===== config.mk =====
export PLATFORM = sky130hd
export DESIGN_NAME = acdc_clock_config
export DESIGN_NICKNAME = d
export VERILOG_FILES = /design/src/logic/acdc_pkg.sv /design/src/logic/acdc_div_if.sv /design/src/logic/acdc_clock_config.sv /design/src/logic/acdc_frac_div.sv
export SDC_FILE = /design/constraint.sdc
export NUM_CORES = 1
export LEC_CHECK = 0
export BUFFER_PORTS_ARGS = -buffer_cell sky130_fd_sc_hd__buf_4
export CAP_MARGIN = 20
export CORE_UTILIZATION = 40
export DETAILED_ROUTE_END_ITERATION = 10
export PLACE_DENSITY = 0.63
export SLEW_MARGIN = 20
export SYNTH_ARGS = -nofsm -noshare
export SYNTH_HDL_FRONTEND = slang
export SYNTH_HIERARCHICAL = 1
export SYNTH_SLANG_ARGS = --single-unit

===== constraint.sdc =====
create_clock -name CLK_SYS_I -period 5.1 [get_ports CLK_SYS_I]
set_input_delay 0.765 -clock CLK_SYS_I [delete_from_list [all_inputs] [get_ports CLK_SYS_I]]
set_output_delay 0.765 -clock CLK_SYS_I [all_outputs]
set_load 0.02 [all_outputs]

===== src/logic/acdc_pkg.sv =====
`default_nettype none
// ***************************************************************
// constants of the audio clock divider configuration block
// ***************************************************************
package acdc_pkg;

  // register offsets (8-bit write-only registers)
  localparam logic [7:0] ADDR_CLK_CFG = 8'h09;
  localparam logic [7:0] ADDR_REF_DIV = 8'h0A;
  localparam logic [7:0] ADDR_FB_DIV = 8'h0B;
  localparam logic [7:0] ADDR_OUT_DIV = 8'h0D;

  // clock_source_config field positions, then register field widths
  localparam int BIT_HALVE = 0;
  localparam int BIT_REF_SEL = 1;
  localparam int BIT_AUDIO_SEL = 2;
  localparam int BIT_PLL_RUN = 3;
  localparam int RDIV_LSB = 4;
  localparam int RDIV_W = 4;
  localparam int REF_DIV_W = 7;
  localparam int FB_DIV_W = 8;
  localparam int OUT_DIV_W = 4;

  // values after reset: master clock straight to the clock generator
  localparam logic [7:0] RST_CLK_CFG = 8'h00;
  localparam logic [REF_DIV_W-1:0] RST_REF_DIV = 7'h00;
  localparam logic [FB_DIV_W-1:0] RST_FB_DIV = 8'h00;
  localparam logic [OUT_DIV_W-1:0] RST_OUT_DIV = 4'h0;

  // divider ratios are counted in input edges (two edges per input period)
  localparam int RATIO_W = 9;
  localparam logic [RATIO_W-1:0] RATIO_OFF = 9'h000;
  localparam logic [RATIO_W-1:0] RATIO_ONE = 9'h002;
  localparam logic [RATIO_W-1:0] RATIO_TWO = 9'h004;
  localparam logic [FB_DIV_W-1:0] FB_MIN_CODE = 8'h0A;
  localparam logic [RATIO_W-1:0] FB_MIN_RATIO = 9'h014;

  // mixer modes 12 to 15 share the two top code bits
  localparam logic [1:0] MODE_PLL_OK = 2'h3;

  // oversampling ratios
  localparam int OSR_W = 8;
  localparam logic [OSR_W-1:0] OSR_125 = 8'h7D;
  localparam logic [OSR_W-1:0] OSR_128 = 8'h80;
  localparam logic [OSR_W-1:0] OSR_64 = 8'h40;
  localparam logic [OSR_W-1:0] OSR_32 = 8'h20;
  localparam logic [OSR_W-1:0] RST_OSR = 8'h7D;

  localparam int NUM_DIV = 5;

endpackage : acdc_pkg
`default_nettype wire


===== src/logic/acdc_div_if.sv =====
`timescale 1ns/1ps
`default_nettype none
// ***************************************************************
// one divider stage: edge pulses in, divided clock out
// ***************************************************************
interface acdc_div_if;
  import acdc_pkg::*;
  logic edge_in;
  logic [RATIO_W-1:0] ratio;
  logic clk_out;
  logic edge_out;
  modport div_mp (input edge_in, input ratio, output clk_out, output edge_out);
  modport ctl_mp (output edge_in, output ratio, input clk_out, input edge_out);
endinterface : acdc_div_if
`default_nettype wire


===== src/logic/acdc_clock_config.sv =====
`timescale 1ns/1ps
`default_nettype none
module acdc_clock_config
  import acdc_pkg::*;
(
  // clock and reset
  input wire logic CLK_SYS_I,
  input wire logic RST_I,
  // register write port
  input wire logic WR_EN_I,
  input wire logic [7:0] WR_ADDR_I,
  input wire logic [7:0] WR_DATA_I,
  // mode inputs from the same clock domain
  input wire logic [3:0] MIXER_MODE_I,
  input wire logic [1:0] DAC_MODE_I,
  // clock pins
  input wire logic MCLK_I,
  input wire logic BCLK_I,
  input wire logic PLL_VCO_I,
  // outputs to the PLL core
  output logic PLL_EN_O,
  output logic PLL_REF_O,
  output logic PLL_FB_O,
  // outputs to the DAC clock generator
  output logic DAC_CLK_O,
  output logic [OSR_W-1:0] OSR_O
);

  // ***************************************************************
  // ratio decoding
  // ***************************************************************

  // half-step code: 1 divides by one, 0 divides by one unless zero_off is set, each code adds a half
  function automatic logic [RATIO_W-1:0] half_step_ratio(input logic [6:0] code,
                                                         input logic zero_off);
    logic [RATIO_W-1:0] r;
    r = RATIO_W'({2'b00, code}) + 9'h001;
    if (code == 7'h00)
      r = zero_off ? RATIO_OFF : RATIO_ONE;
    return r;
  endfunction : half_step_ratio

  // feedback code: integer steps, codes 1 to 10 clamp to ten, code 0 is off
  function automatic logic [RATIO_W-1:0] fb_ratio(input logic [FB_DIV_W-1:0] code);
    logic [RATIO_W-1:0] r;
    r = {code, 1'b0};
    if (code == 8'h00)
      r = RATIO_OFF;
    else if (code <= FB_MIN_CODE)
      r = FB_MIN_RATIO;
    return r;
  endfunction : fb_ratio

  function automatic logic [OSR_W-1:0] osr_of(input logic [1:0] mode);
    logic [OSR_W-1:0] r;
    case (mode)
      2'h0: r = OSR_125;
      2'h1: r = OSR_128;
      2'h2: r = OSR_64;
      2'h3: r = OSR_32;
      default: r = OSR_125;
    endcase
    return r;
  endfunction : osr_of

  // ***************************************************************
  // write-only register file
  // ***************************************************************

  logic [7:0] clk_cfg_q;
  logic [REF_DIV_W-1:0] ref_div_q;
  logic [FB_DIV_W-1:0] fb_div_q;
  logic [OUT_DIV_W-1:0] out_div_q;

  // no read path exists; unmapped offsets are ignored
  always_ff @(posedge CLK_SYS_I or posedge RST_I)
  begin
    if (RST_I)
    begin
      clk_cfg_q <= RST_CLK_CFG;
      ref_div_q <= RST_REF_DIV;
      fb_div_q <= RST_FB_DIV;
      out_div_q <= RST_OUT_DIV;
    end
    else if (WR_EN_I)
    begin
      case (WR_ADDR_I)
        ADDR_CLK_CFG: clk_cfg_q <= WR_DATA_I;
        ADDR_REF_DIV: ref_div_q <= WR_DATA_I[REF_DIV_W-1:0];
        ADDR_FB_DIV: fb_div_q <= WR_DATA_I;
        ADDR_OUT_DIV: out_div_q <= WR_DATA_I[OUT_DIV_W-1:0];
        default: ;
      endcase
    end
  end

  logic cfg_halve;
  logic cfg_ref_bclk;
  logic cfg_audio_pll;
  logic [RDIV_W-1:0] cfg_rdiv;

  assign cfg_halve = clk_cfg_q[BIT_HALVE];
  assign cfg_ref_bclk = clk_cfg_q[BIT_REF_SEL];
  assign cfg_audio_pll = clk_cfg_q[BIT_AUDIO_SEL];
  assign cfg_rdiv = clk_cfg_q[RDIV_LSB +: RDIV_W];

  // ***************************************************************
  // pin synchronisers and edge detection
  // ***************************************************************

  // pins are sampled at 40 MHz, so a pin clock must stay well below
  // 20 MHz; both edges are used, which keeps half-step ratios exact
  logic [2:0] sync1_q;
  logic [2:0] sync2_q;
  logic [2:0] sync3_q;
  logic [2:0] pin_edge;

  always_ff @(posedge CLK_SYS_I or posedge RST_I)
  begin
    if (RST_I)
    begin
      sync1_q <= 3'h0;
      sync2_q <= 3'h0;
      sync3_q <= 3'h0;
    end
    else
    begin
      sync1_q <= {PLL_VCO_I, BCLK_I, MCLK_I};
      sync2_q <= sync1_q;
      sync3_q <= sync2_q;
    end
  end

  assign pin_edge = sync2_q ^ sync3_q;

  logic mclk_edge;
  logic bclk_edge;
  logic vco_edge;

  assign mclk_edge = pin_edge[0];
  assign bclk_edge = pin_edge[1];
  assign vco_edge = pin_edge[2];

  // ***************************************************************
  // PLL enable
  // ***************************************************************

  logic pll_run_d;
  logic pll_en_q;

  assign pll_run_d = clk_cfg_q[BIT_PLL_RUN] && (MIXER_MODE_I[3:2] == MODE_PLL_OK);

  always_ff @(posedge CLK_SYS_I or posedge RST_I)
  begin
    if (RST_I)
      pll_en_q <= 1'b0;
    else
      pll_en_q <= pll_run_d;
  end

  // ***************************************************************
  // divider chain
  // ***************************************************************

  // stage 0 halves master, 1 reference, 2 feedback, 3 output, 4 R
  acdc_div_if u_if [NUM_DIV] ();

  genvar g;
  generate
    for (g = 0; g < NUM_DIV; g++)
    begin : g_div
      acdc_frac_div u_div (
        .CLK_SYS_I(CLK_SYS_I),
        .RST_I(RST_I),
        .div(u_if[g])
      );
    end
  endgenerate

  logic mclk_div_edge;
  logic pll_in_edge;
  logic pll_out_edge;
  logic audio_edge;
  logic use_pll_out;

  assign mclk_div_edge = u_if[0].edge_out;
  assign pll_in_edge = cfg_ref_bclk ? bclk_edge : mclk_div_edge;
  assign pll_out_edge = u_if[3].edge_out;
  // a bit clock reference is never fed to the DAC directly
  assign use_pll_out = cfg_audio_pll || cfg_ref_bclk;
  assign audio_edge = use_pll_out ? pll_out_edge : pll_in_edge;

  assign u_if[0].edge_in = mclk_edge;
  assign u_if[0].ratio = cfg_halve ? RATIO_TWO : RATIO_ONE;
  assign u_if[1].edge_in = pll_in_edge;
  assign u_if[1].ratio = half_step_ratio(ref_div_q, 1'b1);
  assign u_if[2].edge_in = vco_edge && pll_en_q;
  assign u_if[2].ratio = fb_ratio(fb_div_q);
  assign u_if[3].edge_in = vco_edge && pll_en_q;
  assign u_if[3].ratio = half_step_ratio({3'h0, out_div_q}, 1'b1);
  assign u_if[4].edge_in = audio_edge;
  assign u_if[4].ratio = half_step_ratio({3'h0, cfg_rdiv}, 1'b0);

  // ***************************************************************
  // outputs
  // ***************************************************************

  logic [OSR_W-1:0] osr_q;

  always_ff @(posedge CLK_SYS_I or posedge RST_I)
  begin
    if (RST_I)
      osr_q <= RST_OSR;
    else
      osr_q <= osr_of(DAC_MODE_I);
  end

  assign PLL_EN_O = pll_en_q;
  assign PLL_REF_O = u_if[1].clk_out;
  assign PLL_FB_O = u_if[2].clk_out;
  assign DAC_CLK_O = u_if[4].clk_out;
  assign OSR_O = osr_q;

  // ***************************************************************
  // checks
  // ***************************************************************

  chk_cfg_write_taken: assert property (@(posedge CLK_SYS_I) disable iff (RST_I)
    (WR_EN_I && WR_ADDR_I == ADDR_CLK_CFG) |=> (clk_cfg_q == $past(WR_DATA_I)))
    else $error("clock configuration write lost");

  chk_reset_passthru: assert property (@(posedge CLK_SYS_I) disable iff (RST_I)
    $past(RST_I) |-> (clk_cfg_q == RST_CLK_CFG && !use_pll_out
                      && u_if[4].ratio == RATIO_ONE))
    else $error("reset state does not pass master clock through");

  chk_halve_ratio: assert property (@(posedge CLK_SYS_I) disable iff (RST_I)
    (WR_EN_I && WR_ADDR_I == ADDR_CLK_CFG && WR_DATA_I[BIT_HALVE])
    |=> (u_if[0].ratio == RATIO_TWO))
    else $error("master clock not halved");

  chk_ref_source: assert property (@(posedge CLK_SYS_I) disable iff (RST_I)
    cfg_ref_bclk |-> (u_if[1].edge_in == bclk_edge))
    else $error("reference divider not fed from bit clock");

  chk_audio_direct: assert property (@(posedge CLK_SYS_I) disable iff (RST_I)
    (!cfg_ref_bclk && !cfg_audio_pll && mclk_div_edge) |-> u_if[4].edge_in)
    else $error("audio clock not taken from PLL input");

  chk_bclk_via_pll: assert property (@(posedge CLK_SYS_I) disable iff (RST_I)
    cfg_ref_bclk |-> (u_if[4].edge_in == pll_out_edge))
    else $error("bit clock reference reached DAC without PLL");

  chk_pll_enable: assert property (@(posedge CLK_SYS_I) disable iff (RST_I)
    ##1 (PLL_EN_O == $past(pll_run_d)))
    else $error("PLL enable does not follow run bit and mode");

  chk_rdiv_top: assert property (@(posedge CLK_SYS_I) disable iff (RST_I)
    (cfg_rdiv == 4'hF) |-> (u_if[4].ratio == 9'h010))
    else $error("R divider top code not divide by eight");

  chk_fb_floor: assert property (@(posedge CLK_SYS_I) disable iff (RST_I)
    (fb_div_q != 8'h00 && fb_div_q <= FB_MIN_CODE) |-> (u_if[2].ratio == FB_MIN_RATIO))
    else $error("feedback divider below ten");

  chk_osr_code: assert property (@(posedge CLK_SYS_I) disable iff (RST_I)
    (DAC_MODE_I == 2'h3) |=> (OSR_O == OSR_32))
    else $error("oversampling ratio wrong for mode three");

  // a stray write must leave every register as it was
  chk_unmapped_ignored: assert property (@(posedge CLK_SYS_I) disable iff (RST_I)
    (WR_EN_I && WR_ADDR_I != ADDR_CLK_CFG && WR_ADDR_I != ADDR_REF_DIV
     && WR_ADDR_I != ADDR_FB_DIV && WR_ADDR_I != ADDR_OUT_DIV)
    |=> (clk_cfg_q == $past(clk_cfg_q) && ref_div_q == $past(ref_div_q)
         && fb_div_q == $past(fb_div_q) && out_div_q == $past(out_div_q)))
    else $error("write to an unmapped offset changed a register");

  chk_ref_off: assert property (@(posedge CLK_SYS_I) disable iff (RST_I)
    (ref_div_q == 7'h00) |-> (u_if[1].ratio == RATIO_OFF))
    else $error("reference divider not off at code zero");

  chk_out_half: assert property (@(posedge CLK_SYS_I) disable iff (RST_I)
    (out_div_q == 4'hE) |-> (u_if[3].ratio == 9'h00F))
    else $error("output divider code fourteen not seven and a half");

  chk_fb_gated: assert property (@(posedge CLK_SYS_I) disable iff (RST_I)
    !pll_en_q |-> (!u_if[2].edge_in && !u_if[3].edge_in))
    else $error("PLL dividers counted while PLL disabled");

  chk_ref_master: assert property (@(posedge CLK_SYS_I) disable iff (RST_I)
    !cfg_ref_bclk |-> (u_if[1].edge_in == mclk_div_edge))
    else $error("reference divider not fed from master clock");

endmodule : acdc_clock_config
`default_nettype wire


===== src/logic/acdc_frac_div.sv =====
`timescale 1ns/1ps
`default_nettype none
// ***************************************************************
// half-step divider: period of ratio input edges, odd ratios give
// a high phase one edge longer than the low phase
// ***************************************************************
module acdc_frac_div
  import acdc_pkg::*;
(
  // clock and reset
  input wire logic CLK_SYS_I,
  input wire logic RST_I,
  // divider stage
  acdc_div_if.div_mp div
);

  logic [RATIO_W-1:0] ratio_q;
  logic [RATIO_W-1:0] cnt_q;
  logic clk_q;
  logic edge_q;
  logic wrap;
  logic [RATIO_W-1:0] nxt_cnt;
  logic [RATIO_W-1:0] nxt_ratio;
  logic [RATIO_W-1:0] hi_len;
  logic clk_d;

  // a new ratio is taken only at the end of a period, so no runt phase
  always_comb
  begin
    wrap = (ratio_q == RATIO_OFF) || (cnt_q >= ratio_q - 9'h001);
    nxt_cnt = wrap ? 9'h000 : cnt_q + 9'h001;
    nxt_ratio = wrap ? div.ratio : ratio_q;
    hi_len = RATIO_W'((nxt_ratio + 9'h001) >> 1);
    clk_d = (nxt_ratio != RATIO_OFF) && (nxt_cnt < hi_len);
  end

  always_ff @(posedge CLK_SYS_I or posedge RST_I)
  begin
    if (RST_I)
    begin
      ratio_q <= RATIO_OFF;
      cnt_q <= 9'h000;
      clk_q <= 1'b0;
      edge_q <= 1'b0;
    end
    else
    begin
      edge_q <= div.edge_in && (clk_d != clk_q);
      if (div.edge_in)
      begin
        ratio_q <= nxt_ratio;
        cnt_q <= nxt_cnt;
        clk_q <= clk_d;
      end
    end
  end

  assign div.clk_out = clk_q;
  assign div.edge_out = edge_q;

  chk_off_held_low: assert property (@(posedge CLK_SYS_I) disable iff (RST_I)
    (ratio_q == RATIO_OFF) |-> !clk_q)
    else $error("divider switched off but output not low");

  chk_period_wrap: assert property (@(posedge CLK_SYS_I) disable iff (RST_I)
    (div.edge_in && ratio_q != RATIO_OFF && cnt_q == ratio_q - 9'h001)
    |=> (cnt_q == 9'h000 && clk_q == (ratio_q != RATIO_OFF)))
    else $error("divider did not restart its period");

endmodule : acdc_frac_div
`default_nettype wire


# Word level (Yosys, flattened, before mapping)

Cells that the tools add are included.

Register bits after elaboration: 142
Input bits: 28
Output and inout port bits: 12
Logic and storage cells: 119

$add $sub $neg: 18
$lt $le $gt $ge: 11
Equal/unequal tests: 10
Multiplexer cells: 19
Bitwise operators: 1
Reduce and logical (&&, ||, !) cells: 34

Operators by type and width:

| operator                                                                         | count |
|---|---|
| 9-bit 2-to-1 mux                                                                 | 12 |
| 9-bit by 1-bit adder with 9-bit output, second input constant                    | 10 |
| 9-bit greater-or-equal comparator                                                | 5 |
| 9-bit zero test                                                                  | 5 |
| 9-bit by 8-bit < comparator with 1-bit output                                    | 5 |
| 9-bit nonzero test                                                               | 5 |
| 9-bit by 1-bit subtractor with 9-bit output, second input constant               | 5 |
| 8-bit by 4-bit equality test with 1-bit output, second input constant            | 4 |
| 8-bit one-hot mux with 4 select lines                                            | 1 |
| 4-bit by 1-bit adder with 5-bit output, second input constant                    | 2 |
| 5-bit 2-to-1 mux                                                                 | 2 |
| 1-bit logical AND                                                                | 9 |
| 7-bit by 1-bit adder with 8-bit output, second input constant                    | 1 |
| 8-bit by 4-bit less-or-equal comparator with 1-bit output, second input constant | 1 |
| 4-bit zero test                                                                  | 2 |
| 8-bit zero test                                                                  | 1 |
| 8-bit 2-to-1 mux                                                                 | 1 |
| 2-bit AND reduction                                                              | 4 |
| 7-bit zero test                                                                  | 1 |
| 2-bit equality test, second input constant                                       | 3 |
| 1-bit logical OR                                                                 | 6 |
| 3-bit 2-to-1 mux                                                                 | 1 |
| 3-bit XOR                                                                        | 1 |
| 2-bit by 1-bit equality test with 1-bit output, second input constant            | 1 |
| 3 further kinds                                                                  | 5 |

# Longest topological paths before layout

Depth in word-level cells: 9
Mapped depth: 27
Mapped depth without buffers: 26

# By module

Netlist, hierarchy kept.

By module, submodules not included:

| module                             | instances | cells each | area an instance (µm²) | sequential area each (µm²) |
|---|---|---|---|---|
| acdc_frac_div (g_div[0].u_div ...) | 3         | 222        | 1878.1                 | 500.5 |
| acdc_frac_div (g_div[4].u_div)     | 1         | 234        | 2048.2                 | 500.5 |
| acdc_clock_config                  | 1         | 160        | 2004.4                 | 1029.7 |
| acdc_frac_div (g_div[2].u_div)     | 1         | 222        | 1966.9                 | 500.5 |

# Least setup slack after synthesis

Ideal clock, no wire load.

Kind: register to register
Start: reg g_div[2].u_div.ratio_q[6]
End: reg, netlist name g_div[2].u_div/div.edge_out
Setup time: 79 ps
Data arrival time: 4897 ps
Data required time: 5021 ps
Slack: 123 ps
Stages on the path, launching flop included: 23
Buffers on the path: 2
Clock period less this slack: 4977 ps
Cells stage by stage: dfrtp_1 or4_4 nor3_1 xnor2_1 ha_1 a21oi_1 o21ai_0 a21o_4 or2_2 buf_6 buf_4 a21o_1 ha_1 and3_1 xor2_1 a21oi_1 ha_1 nand2_1 o21ai_0 a2111oi_0 o31ai_1 a221oi_2 mux2i_1

RTL lines:

| item                   | RTL line            | RTL |
|---|---|---|
| start, declared        | acdc_frac_div.sv:17 | `logic [RATIO_W-1:0] ratio_q;` |
| start signal, assigned | acdc_frac_div.sv:51 | `ratio_q <= nxt_ratio;` |

# Worst setup path after layout

Start: reg g_div[2].u_div.ratio_q[1]
End: reg g_div[2].u_div.clk_q

Word-level cells in the longest chain between the ends: 7
Elaborated cells on any way between the ends: 10
Classes of those cells: 2 x add/sub; 2 x order compare; 2 x mux; 4 x reduce/logical

Ends and longest elaborated chain:

| item                                          | RTL line            | RTL |
|---|---|---|
| 9-bit by 1-bit subtractor with 9-bit output   | acdc_frac_div.sv:30 | `wrap = (ratio_q == RATIO_OFF) \|\| (cnt_q >= ratio_q - 9'h001);` |
| 9-bit greater-or-equal comparator             | acdc_frac_div.sv:30 |  |
| 1-bit logical OR (*)                          | acdc_frac_div.sv:30 |  |
| 9-bit 2-to-1 mux (*)                          | acdc_frac_div.sv:32 | `nxt_ratio = wrap ? div.ratio : ratio_q;` |
| via g_div[2].u_div.nxt_ratio[0]               | acdc_frac_div.sv:23 | `logic [RATIO_W-1:0] nxt_ratio;` |
| 9-bit by 1-bit adder with 9-bit output        | acdc_frac_div.sv:33 | `hi_len = RATIO_W'((nxt_ratio + 9'h001) >> 1);` |
| 9-bit by 8-bit < comparator with 1-bit output | acdc_frac_div.sv:34 | `clk_d = (nxt_ratio != RATIO_OFF) && (nxt_cnt < hi_len);` |
| 1-bit logical AND (*)                         | acdc_frac_div.sv:34 |  |
| end signal, assigned                          | acdc_frac_div.sv:53 | `clk_q <= clk_d;` |
| end, declared                                 | acdc_frac_div.sv:19 | `logic clk_q;` |

The timed path passes the listed nets; every way through them passes the cells marked *.
A chain may end at the register's enable or synchronous reset.

==> metrics.yaml <==
detailed_routing:
  firstDrtPassIters: 5
  drt_iter0_drc: 453
  vias: 9114
  vias_per_cell: 5.16
  wl_um: 25600
  wl_per_cell_um: 14.5
  drc: 0
  drt.antenna.violating_nets: 0
clocking:
  h-tree-depth: 4
  clock_sinks: 138
  clkSlewWorstSetupHoldPaths_ns: 0.07
  cts_root_buf: "clkbuf_16"
  cts_tree: "done"
  cts_hold_buf: 0
  clk_latency_ns: 0.43
  cts_buffers: 17
  clk_path_buf_depth: 2
timing:
  tightest_slew_ns: 0.810
  clock_skew_ns: 0.0105
  post-route-worst-setup-slack_ns: 0.259
  slew-limit-headroom_pct: 45.9
  setup_violations: 0
  final.min_clock_period_ns: 4.84
  max_freq_ghz: 0.207
  post-route-period-util_pct: 94.9
  tns_ns: 0
  hold_violations: 0
  maxSlewViolCount: 0
critical_path:
  r2r_setup_slack_ns: 0.26
  worstSetupPathType: "reg -> reg"
  cpMaxStageDelayCell: "dfrtp_1"
  worstPathArrival_ns: 5.21
  cp_max_fo: 6
  crit_top_cell: "ha_1"
  crit_chain: "inv_1 -> ha_1 -> nand2b_1 -> nor4_2 -> xnor2_1 -> ha_1 -> a21oi_1 -> o21ai_1 -> a21o_4 -> or2_2 -> nor2_1 -> a21o_1 -> ha_2 -> and3_1 -> xor2_1 -> a21oi_1 -> ha_1 -> nand2_1 -> o21ai_0 -> a2111oi_2 -> o31ai_1 -> a221oi_2 -> mux2_2"
  cp-end-kind: "flop"
  start_kind: "flop"
  worstPathRequired_ns: 5.47
  worst_path_largest_cell_delay_ns: 0.44
power:
  p_leak_uw: 0.00603
  ir_drop_mv: 0.197
  power.total_uw: 5160
  powerDensity_mw_per_mm2: 389
grt:
  grt_pass1_vias: 8871
  groute.usage.overall_pct: 18.5
  grt_pass1_wl_um: 43600
  grt_max_degree: 30
  antenna_found_initial: 0
  gr-total-overflow: 0
synthesis:
  synth.cell_area_mm2: 0.0115
  ys.warnings.count: 6
  syn_inst: 1263
  syn_area_per_cell_um2: 9.09
floorplanning:
  io_pins: 40
  core_mm2: 0.0280
  fp-row-count: 61
  die_area_mm2: 0.0294
  initial_core_util_pct: 41.0
  die_h_um: 171
  die_w_um: 171
run_status:
  outcome: "finished, final reports clean"
placement:
  place_area_mm2: 0.0125
  port_buffers: 36
  post-place-ws_ns: 0.0718
  dp_hpwl_um: 19300
  gp_routability_congestion: 0.816
job:
  cap_violations: 0
finish:
  nets: 1516
  drive_gt1_share_pct: 18.6
  flow.area_growth_from_synthesis_pct: 15.4
  diodes: 0
  fin_area_mm2: 0.0132
min_path:
  hold_path.class: "reg -> reg"
==> routing by layer <==
layer	GRT usage (%)	vias up	wire length [um]
met1	24.7	4344	12600
li1	-	4626	-
met2	31.0	121	12100
met4	4.35	0	315
met5	0	-	0
met3	2.90	23	560
==> critical path, delay by kind of cell (launching register included) <==
kind / cells / cell delay, ns
and+or+nand+nor: 6 / 1.10
xor gates and xnor gates: 2 / 0.33
muxes: 1 / 0.20
DFF: 1 / 0.44
buffers and inverters: 1 / 0.13
adders and majority gates: 4 / 0.96
AOI/OAI and AO/OA: 9 / 1.62
==> placed cells by master (no fill, tap or decap), types with 59 or more instances in the layout <==
master   count
buf_4       82
mux2_2      59
nor2_1      80
dfrtp_1    133
conb_1      70
ha_1       113
xnor2_1     94
nand3_1     75
nand2_1    120
==> registers in the layout (all words and copies together), names as in the netlist <==
register / cells
OSR_O: 4
PLL_EN_O: 1
clk_cfg_q: 8
fb_div_q: 8
g_div.u_div/cnt_q: 45
g_div.u_div/div.clk_out: 5
g_div.u_div/div.edge_out: 2
g_div.u_div/ratio_q: 45
out_div_q: 4
ref_div_q: 7
sync1_q: 3
sync2_q: 3
sync3_q: 3
==> metrics by stage <==
stage	instances	hold slack, ns	util (%)
CTS	1762	0.355	46.8
floorplan	1332	0.331	-
global route	1765	0.357	47.3
detailed placement	1730	0.340	44.7
global placement	1730	0.336	44.7
finish	1765	0.352	47.3
==> area by class of cell <==
class | instances | area (um^2)
Fill cell | 2678 | 14800
Clock inverter | 14 | 138
Tap cell | 378 | 473
Multi-Input combinational cell | 1072 | 7890
Inverter | 63 | 236
Timing Repair Buffer | 82 | 616
Sequential cell | 138 | 3460
Clock buffer | 18 | 429
==> report_power, final <==
| part | internal, uW | switching, uW |
|---|---|---|
| clock | 682 | 534 |
| combinational | 1110 | 1350 |
| sequential | 1250 | 226 |
| total | 3050 | 2110 |
==> final timing paths <==
check                                          start                         end  cells after the start
setup / recovery           g_div[2].u_div/ratio_q[1]  g_div[2].u_div/div.clk_out                     23
min in group asynchronous                      RST_I                  sync2_q[1]                      2
hold / removal                            sync1_q[0]                  sync2_q[0]                      0
hold reg to reg                           sync1_q[0]                  sync2_q[0]                      0
max in group asynchronous                      RST_I   g_div[3].u_div/ratio_q[4]                      2
setup reg to reg           g_div[2].u_div/ratio_q[1]  g_div[2].u_div/div.clk_out                     23
==> repair_timing <==
item                                    4_1_cts  5_1_grt
resized for setup                             0       28
buffers inserted                              0        3
endpoints found under the setup margin        0        6
Power figures use the tool's default switching activity.
